## config.mk

```make
export PLATFORM = sky130hd
export DESIGN_NAME = sdbs_sequencer
export DESIGN_NICKNAME = d
export VERILOG_FILES = /design/src/hw/sdbs_pkg.sv /design/src/hw/sdbs_stream_if.sv /design/src/hw/sdbs_fifo.sv /design/src/hw/sdbs_sequencer.sv
export SDC_FILE = /design/constraint.sdc
export NUM_CORES = 1
export LEC_CHECK = 0
export ABC_AREA = 1
export ABC_CLOCK_PERIOD_IN_PS = 5300
export BUFFER_PORTS_ARGS = -buffer_cell sky130_fd_sc_hd__buf_2
export CORE_MARGIN = 4
export CORE_UTILIZATION = 55
export DETAILED_ROUTE_END_ITERATION = 10
export GPL_TIMING_DRIVEN = 1
export MAX_ROUTING_LAYER = met4
export PLACE_DENSITY = 0.76
export SETUP_SLACK_MARGIN = 0.5
export SYNTH_ARGS = -nofsm -noshare
export SYNTH_HDL_FRONTEND = slang
export SYNTH_SLANG_ARGS = --single-unit
```

## constraint.sdc

```tcl
create_clock -name mclk_i -period 5.3 [get_ports mclk_i]
set_clock_uncertainty 0.2 [all_clocks]
set_input_delay 1.06 -clock mclk_i [delete_from_list [all_inputs] [get_ports mclk_i]]
set_output_delay 1.06 -clock mclk_i [all_outputs]
set_load 0.02 [all_outputs]
```

## src/hw/sdbs_pkg.sv

```systemverilog
// shared constants for the slope delta bit sequencer
package sdbs_pkg;
    localparam int HIST_W = 3;                  // length of the bit history register
    localparam logic [1:0] FILL_FULL = 2'h3;    // shifts needed before history is known
    localparam logic [1:0] FILL_RST = 2'h0;     // fill count after reset
    localparam logic [2:0] HIST_RST = 3'h0;     // history value after reset
    localparam logic BIT_RST = 1'b0;            // serial output and slope after reset
    localparam int FIFO_W = 1;                  // width of one captured stream word
    localparam int FIFO_D = 4;                  // depth of the capture fifo
    localparam int BIT_RATE_HZ = 16000;         // nominal serial bit rate
    localparam int MCLK_HZ = 100000000;         // core clock rate
    localparam int BIT_PERIOD_CYC = MCLK_HZ / BIT_RATE_HZ; // core cycles per bit
endpackage

```

## src/hw/sdbs_stream_if.sv

```systemverilog
// valid/ready stream carrier between the sequencer and its fifo
`timescale 1ns/1ps
interface sdbs_stream_if #(parameter int W = 1);
    logic valid;
    logic ready;
    logic [W-1:0] data;
    modport src (output valid, output data, input ready);
    modport snk (input valid, input data, output ready);
endinterface

```

## src/hw/sdbs_fifo.sv

```systemverilog
// small synchronous fifo with valid/ready on both sides
`timescale 1ns/1ps
module sdbs_fifo #(
    parameter int W = 1,
    parameter int D = 4
) (
    input wire logic mclk_i,
    input wire logic rst_n_i,
    sdbs_stream_if.snk in_s,
    sdbs_stream_if.src out_s
);
    localparam int AW = (D > 1) ? $clog2(D) : 1;
    localparam logic [AW:0] CNT_FULL = (AW+1)'(D);
    localparam logic [AW-1:0] PTR_LAST = AW'(D - 1);

    logic [W-1:0] mem [D];
    logic [AW-1:0] wr_q;
    logic [AW-1:0] rd_q;
    logic [AW:0] cnt_q;
    logic [AW:0] cnt_d;
    wire push;
    wire pop;
    wire full;
    wire empty;

    // status and handshake decode
    assign full = (cnt_q == CNT_FULL);
    assign empty = (cnt_q == '0);
    assign in_s.ready = ~full;
    assign out_s.valid = ~empty;
    assign out_s.data = mem[rd_q];
    assign push = in_s.valid & ~full;
    assign pop = out_s.ready & ~empty;
    assign cnt_d = cnt_q + (AW+1)'(push) - (AW+1)'(pop);

    // storage array, no reset needed on data
    always_ff @(posedge mclk_i)
    begin
        if (push)
        begin
            mem[wr_q] <= in_s.data;
        end
    end

    // pointers and occupancy
    always_ff @(posedge mclk_i or negedge rst_n_i)
    begin
        if (!rst_n_i)
        begin
            wr_q <= '0;
            rd_q <= '0;
            cnt_q <= '0;
        end
        else
        begin
            if (push)
            begin
                wr_q <= (wr_q == PTR_LAST) ? '0 : wr_q + AW'(1);
            end
            if (pop)
            begin
                rd_q <= (rd_q == PTR_LAST) ? '0 : rd_q + AW'(1);
            end
            cnt_q <= cnt_d;
        end
    end
endmodule // sdbs_fifo

```

## src/hw/sdbs_sequencer.sv

```systemverilog
// slope delta bit sequencer: bit select, history, coincidence, serial out
`timescale 1ns/1ps
module sdbs_sequencer #(
    parameter int FIFO_W = sdbs_pkg::FIFO_W,
    parameter int FIFO_D = sdbs_pkg::FIFO_D
) (
    input wire logic mclk_i,
    input wire logic rst_n_i,
    input wire logic bit_clk_i,
    input wire logic encode_i,
    input wire logic ain_above_fb_i,
    input wire logic data_in_i,
    output logic data_out_o,
    output logic slope_source_o,
    output logic coinc_o,
    output logic coinc_oe_o,
    output logic [sdbs_pkg::HIST_W-1:0] hist_o,
    output logic hist_valid_o,
    output logic bit_strobe_o,
    output logic capture_ready_o,
    output logic [FIFO_W-1:0] stream_data_o,
    output logic stream_valid_o,
    input wire logic stream_ready_i
);
    localparam int HW = sdbs_pkg::HIST_W;

    // registers
    logic bit_clk_q;
    logic [HW-1:0] hist_q;
    logic [1:0] fill_q;
    logic out_q;
    logic slope_q;
    logic coinc_q;
    logic strobe_q;
    logic hist_valid_q;

    // next values and decode
    wire [HW-1:0] hist_d;
    logic [1:0] fill_d;
    wire fill_more;
    wire out_d;
    wire slope_d;
    wire fall;
    wire new_bit;
    wire all_same;
    wire hist_known_d;

    // carriers into and out of the capture fifo
    sdbs_stream_if #(.W(FIFO_W)) cap_s ();
    sdbs_stream_if #(.W(FIFO_W)) drn_s ();

    // true when every bit of a history word has the same value
    function automatic logic hist_uniform(input logic [HW-1:0] h);
        hist_uniform = (&h) | ~(|h);
    endfunction

    // falling edge of the bit clock, seen in the core clock
    assign fall = bit_clk_q & ~bit_clk_i;

    // bit selection: sign of comparison in encode, data level in decode
    assign new_bit = encode_i ? ain_above_fb_i : data_in_i;

    // next history: stage 0 takes the new bit, each later stage its neighbour
    assign hist_d[0] = fall ? new_bit : hist_q[0];
    generate
        for (genvar i = 1; i < HW; i++)
        begin : g_shift
            assign hist_d[i] = fall ? hist_q[i-1] : hist_q[i];
        end
    endgenerate

    // fill count saturates once the history holds only shifted bits
    assign fill_more = fall & (fill_q != sdbs_pkg::FILL_FULL);
    assign fill_d = fill_more ? fill_q + 2'h1 : fill_q;
    assign hist_known_d = (fill_d == sdbs_pkg::FILL_FULL);

    // coincidence of the next history, masked until it is known
    assign all_same = hist_uniform(hist_d) & hist_known_d;

    // next serial output and slope: output inverts the selected bit, slope follows it
    assign out_d = ~new_bit;
    assign slope_d = new_bit;

    // bit clock edge detector
    always_ff @(posedge mclk_i or negedge rst_n_i)
    begin
        if (!rst_n_i)
        begin
            bit_clk_q <= 1'b0;
        end
        else
        begin
            bit_clk_q <= bit_clk_i;
        end
    end

    // history register
    always_ff @(posedge mclk_i or negedge rst_n_i)
    begin
        if (!rst_n_i)
        begin
            hist_q <= sdbs_pkg::HIST_RST;
        end
        else
        begin
            hist_q <= hist_d;
        end
    end

    // fill count of shifted bits
    always_ff @(posedge mclk_i or negedge rst_n_i)
    begin
        if (!rst_n_i)
        begin
            fill_q <= sdbs_pkg::FILL_RST;
        end
        else
        begin
            fill_q <= fill_d;
        end
    end

    // serial output, updated only at the falling edge
    always_ff @(posedge mclk_i or negedge rst_n_i)
    begin
        if (!rst_n_i)
        begin
            out_q <= sdbs_pkg::BIT_RST;
        end
        else if (fall)
        begin
            out_q <= out_d;
        end
    end

    // slope polarity, updated only at the falling edge
    always_ff @(posedge mclk_i or negedge rst_n_i)
    begin
        if (!rst_n_i)
        begin
            slope_q <= sdbs_pkg::BIT_RST;
        end
        else if (fall)
        begin
            slope_q <= slope_d;
        end
    end

    // coincidence enable follows the next history
    always_ff @(posedge mclk_i or negedge rst_n_i)
    begin
        if (!rst_n_i)
        begin
            coinc_q <= 1'b0;
        end
        else
        begin
            coinc_q <= all_same;
        end
    end

    // one-cycle strobe after each shift
    always_ff @(posedge mclk_i or negedge rst_n_i)
    begin
        if (!rst_n_i)
        begin
            strobe_q <= 1'b0;
        end
        else
        begin
            strobe_q <= fall;
        end
    end

    // history known flag
    always_ff @(posedge mclk_i or negedge rst_n_i)
    begin
        if (!rst_n_i)
        begin
            hist_valid_q <= 1'b0;
        end
        else
        begin
            hist_valid_q <= hist_known_d;
        end
    end

    // each output bit is offered to the capture fifo on the strobe, one cycle after its shift
    assign cap_s.valid = strobe_q;
    assign cap_s.data = FIFO_W'(out_q);

    // low ready means a strobed bit is dropped, not held
    assign capture_ready_o = cap_s.ready;

    sdbs_fifo #(
        .W(FIFO_W),
        .D(FIFO_D)
    ) u_fifo (
        .mclk_i(mclk_i),
        .rst_n_i(rst_n_i),
        .in_s(cap_s),
        .out_s(drn_s)
    );

    // drain side of the fifo
    assign stream_data_o = drn_s.data;
    assign stream_valid_o = drn_s.valid;
    assign drn_s.ready = stream_ready_i;

    // open collector coincidence: data fixed low, enable pulls the pin
    assign coinc_o = 1'b0;
    assign coinc_oe_o = coinc_q;

    // serial output and slope polarity pins
    assign data_out_o = out_q;
    assign slope_source_o = slope_q;

    // history view and shift strobe
    assign hist_o = hist_q;
    assign hist_valid_o = hist_valid_q;
    assign bit_strobe_o = strobe_q;
endmodule // sdbs_sequencer

```

# == After elaboration in Yosys (flattened, before gate mapping) ==
# Memories as Yosys holds them, arrays and structs flattened.
# Index checks and enable logic that the tools add are counted.
# op_classes
add_sub_neg,5
mul,0
n_div,0
order_cmp,0
eq_ne,5
shift,0
mux,9
n_bitwise,11
reduce_logical,3
# op_table
op,count
$add A2 B1 Y2 const B,3
$eq A2 B2 Y1 const B,3
$mux W1,6
$mux W2,3
$and A1 B1 Y1,5
$not A1 Y1,5
$add A3 B1 Y3,1
$eq A3 B3 Y1 const B,1
$logic_not A3 Y1,1
$reduce_and A3 Y1,1
$reduce_or A3 Y1,1
$sub A3 B1 Y3,1
$ne A2 B2 Y1 const B,1
$or A1 B1 Y1,1
# totals
regBits,18
latch_bits,0
ramBits,4
rom_bits,0
inputBits,7
out_inout_bits,12
wordCells,45
n_memories,1
# mem_list
memory,depth,word_bits,rd,rd_ports_with_merged_regs,write_ports,line,text
u_fifo.mem,4,1,1,0,1,sdbs_fifo.sv:16,logic [W-1:0] mem [D];

# == Depth between registers and ports, before layout ==
# logic_depth
word_depth,7
ltp_mapped,9
mapped_depth_nobuf,9

# == Modules after synthesis ==
# From an unflattened synthesis, not the netlist that was laid out.
# unflattened
hier_cells,128
area_unflattened_um2,1179.9
# modules_own_cells
module,instances,cells_per_inst,area_per_inst_um2,seq_area_each_um2
sdbs_fifo,1,69,655.6,295.3
sdbs_sequencer,1,59,524.3,275.3

# == Least setup slack after synthesis ==
# OpenSTA, ideal clock, no wires.
# synth_timing
kind,input to register
start,input port stream_ready_i
end,register u_fifo.cnt_q[2]
setup_time_ns,0.129
arrival_time_ns,2.221
t_required_ns,4.971
slack_ns,2.750
path_stages,6
path_buffers,0
cell_sequence,a21boi_1 ha_1 inv_1 ha_1 fa_1 xor2_1
# synth_between
elab_chain_cells,2
# synth_rtl
item,line,text
"start, declared",sdbs_sequencer.sv:23,input wire logic stream_ready_i
$and A1 B1 Y1,sdbs_fifo.sv:33,assign pop = out_s.ready & ~empty;
$sub A3 B1 Y3,sdbs_fifo.sv:34,assign cnt_d = cnt_q + (AW+1)'(push) - (AW+1)'(pop);
named net u_fifo.cnt_d[2],sdbs_fifo.sv:20,logic [AW:0] cnt_d;
"end signal, assigned",sdbs_fifo.sv:64,cnt_q <= cnt_d;
"end, declared",sdbs_fifo.sv:19,logic [AW:0] cnt_q;
# The timed path passes the listed nets, and every way through them passes these cells.
# A chain may end at the register's enable or synchronous reset.

# == Worst setup path in the final report ==
# layout_timing
start,register u_fifo.rd_q[0]
end,output port stream_data_o
# layout_between
elab_chain_cells,1
# layout_rtl
item,line,text
"start, declared",sdbs_fifo.sv:18,logic [AW-1:0] rd_q;
"start signal, assigned",sdbs_fifo.sv:62,rd_q <= (rd_q == PTR_LAST) ? '0 : rd_q + AW'(1);
$mem_v2 Z4 W1,n/a,
"end, declared",sdbs_sequencer.sv:21,"output logic [FIFO_W-1:0] stream_data_o,"
# Every way passes these cells.

==> out/qor.txt <==
average size of a mapped cell: 9.49 sq um
CTS root buf: clkbuf_4
Worst path slowest cell: dfrtp_1
vias per inst: 4.74
Worst Hold End: slope_source_o
top-level I/O count: 19
Die Area: 2780 sq um
drt pass-1 iters: 4
Final ANT Viol Nets: 0
Setup crit start kind: register
via count: 763
Port Buffer Count: 17
total wire length: 1770 um
synth warn: 0
number of synthesized register bits: 22
met1 wire length: 784 um
Hold Fails Final Rpt: 0
syn nets: 132
fin crit share: 0.472
Comb pwr share: 0.400
grt ovf: 0
DIE WIDTH: 52.7 um
Slew Limit Fails: 0
initial cell density of the core: 0.611
count of cell types in the netlist: 24
crit path kind: register to output pin
xor/xnor cell area share of the yosys netlist: 0.0159
GP Congestion: 0.761
Min-Delay Path Depth: 2
RSZ-0062 raised after global routing: no
drc violations: 0
top cells by area, synth: dfrtp_1 41%, edfxtp_1 11%, ha_1 9.1%, nand2_1 7.5%, inv_1 6.1%
R2R Setup Slk: 3200 ps
Max Clk Rate: 399 MHz
share of layout cells above drive strength 1: 0.287
chip height: 52.7 um
Cells after Synth: 116
most frequent cell after synthesis: nand2_1
Layout Utilization: 0.692
Hold Path Class: register to register
CTS tree: built
post-synth top area share: 0.409
Rows: 15
Lkg Pwr: 0.665 nW
DP Wirelength: 1420 um
Worst Reg-to-Reg Cells: 7
maximum VDD drop: 0.270 mV
Clock transition at path regs: 120 ps
Resize count post-CTS: 0
top sig layer: met4
Clock power frac: 0.155
kind of cell adding the most delay to the critical path: flip-flops
Worst Setup SP: u_fifo.rd_q[0]
Post-synth top cells: 22 x nand2_1, 18 x dfrtp_1, 18 x inv_1
Post-synth top flop: dfrtp_1
# hold bufs at CTS: 0
Starting DRT DRC Count: 10
number of global-route vias before repair: 754
post-route minimum period: 2500 ps
Final Power: 0.583 mW
RR Startpoint: u_fifo.cnt_q[2]
RR Endpoint: u_fifo.cnt_q[2]
EDFF count, synth: 4
antenna violations before repair: 0
area grow syn2layout: 13.2%
largest net degree at the start of global routing: 19
Antenna Cells: 0
Clock Sinks: 22
Final #Nets: 153
global-route wire length before repair: 3230 um
Synth Cell Area: 1100 sq um
Max-Cap Viols: 0
H-tree Lvls: 1
Max Fanout on Critical Path: 5
pwr/cell area: 468 nW/um^2
switching pwr: 0.231 mW
CTS Buffer Depth: 2
Setup WS post-layout: 2800 ps
CP bufs+invs: 2
status: complete, no violations
Sum Neg Setup Slack: 0 ps
largest family of logic cells by synthesized area: simple AND/OR/NAND/NOR gates
Hold Crit Start: slope_source_o
Setup-failing EPs final: 0
Reg power frac: 0.446
Crit path largest cell delay: 430 ps
pre-CTS WS: 2550 ps
compound-gate portion of the synthesized area: 0.0670
worst path cell trace: inv_1 -> o21ai_0 -> o22ai_1 -> buf_2
critical path required time: 4040 ps
crit path DAT: 1240 ps
gr usage total: 0.168
CP Capture Type: output pin
Synth Area in Simple Gates: 0.198
CTS buffer count: 3
met2 wire len: 866 um
top cell type by total area after synthesis: dfrtp_1
routed wl met3: 83 um
ys async rst share: 0.818
Post-CTS Setup Bufs: 0
Worst-Skew Late Latency: 300 ps
CORE AREA: 1800 sq um
Synth Area in Adders: 0.109
drt wl/cell: 11.0 um
switching part of the total: 0.396
Seq/Total Area, Yosys: 0.518
multiplexer share of the synthesized area: 0
internal power: 0.352 mW
## power groups by stage
| stage | combinational [mW] | sequential, mW | clock [mW] |
|---|---|---|---|
| detailed placement | 0.237 | 0.264 | 0 |
| finish | 0.233 | 0.260 | 0.0902 |
| global placement | 0.223 | 0.259 | 0 |
| global route | 0.271 | 0.266 | 0.100 |
| CTS | 0.238 | 0.260 | 0.0934 |
| floorplan | 0.164 | 0.268 | 0 |
## metal layers
metal | GRT usage | vias to the layer above
met3 | 0.0256 | 4
met4 | 0.0894 | 0
met5 | - | -
li1 | - | 391
met1 | 0.195 | 351
met2 | 0.279 | 17
## flip-flops by register name (all words and copies together), names as in the netlist
| name | cells |
|---|---|
| bit_clk_q | 1 |
| bit_strobe_o | 1 |
| coinc_oe_o | 1 |
| data_out_o | 1 |
| fill_q | 2 |
| hist_o | 3 |
| hist_valid_o | 1 |
| slope_source_o | 1 |
| u_fifo.cnt_q | 3 |
| u_fifo.mem | 4 |
| u_fifo.rd_q | 2 |
| u_fifo.wr_q | 2 |
## cell families after synthesis
| family | count (synthesis) |
|---|---|
| other | 1 |
| buffers and inverters | 25 |
| flip-flops | 22 |
| adder cells (fa/ha/maj) | 9 |
| AND/OR/NAND/NOR | 45 |
| XOR/XNOR | 2 |
| AO/OA/AOI/OAI | 12 |
## how the worst max path moves through the flow
| stage | to | slack, ps | cells after the start |
|---|---|---|---|
| after floorplan | u_fifo.cnt_q[2] | 2750 | 6 |
| after global placement | u_fifo.cnt_q[2] | 2610 | 7 |
| after detailed placement | u_fifo.cnt_q[2] | 2550 | 7 |
| after CTS | stream_data_o | 2800 | 4 |
| after global routing | stream_data_o | 2680 | 4 |
| final | stream_data_o | 2800 | 4 |
## placed cells by master (no fill, tap or decap)
master | Yosys | final
a21oi_1 | 1 | 1
clkbuf_8 | 0 | 1
conb_1 | 1 | 1
nor2_8 | 1 | 1
nor2_2 | 1 | 1
nor2_1 | 9 | 9
nand3_1 | 3 | 3
nand2_2 | 7 | 7
o21ai_0 | 6 | 6
inv_2 | 6 | 6
o21a_1 | 1 | 1
o22ai_1 | 1 | 1
edfxtp_1 | 4 | 4
xnor2_1 | 1 | 1
nand2_1 | 22 | 22
nand4_1 | 1 | 1
inv_1 | 18 | 18
buf_2 | 0 | 17
xor2_1 | 1 | 1
fa_1 | 1 | 1
a21boi_1 | 1 | 1
nand3_2 | 1 | 1
o21ai_2 | 2 | 2
clkbuf_4 | 0 | 3
dfrtp_1 | 18 | 18
ha_1 | 8 | 8
## layout make-up
class	instances	area (sq um)
Clock buffer	4	36.3
Sequential cell	22	571
Fill cell	147	556
Multi-Input combinational cell	69	433
Tap cell	25	31.3
Inverter	24	90.1
Timing Repair Buffer	17	85.1
## per-stage QoR
stage	area [sq um]	hold WS [ps]	cells
floorplan	1100	279	116
global placement	1210	268	157
detailed placement	1210	265	157
CTS	1250	302	161
global route	1250	340	161
finish	1250	293	161
## worst reg2reg max path: stages, from the launching register on
cell and delay (ps):
dfrtp_1 430, nor2_1 140, a21boi_1 140, ha_1 300, inv_1 40, ha_1 190
fa_1 390, xor2_1 170
Power figures use the tool's default switching activity.
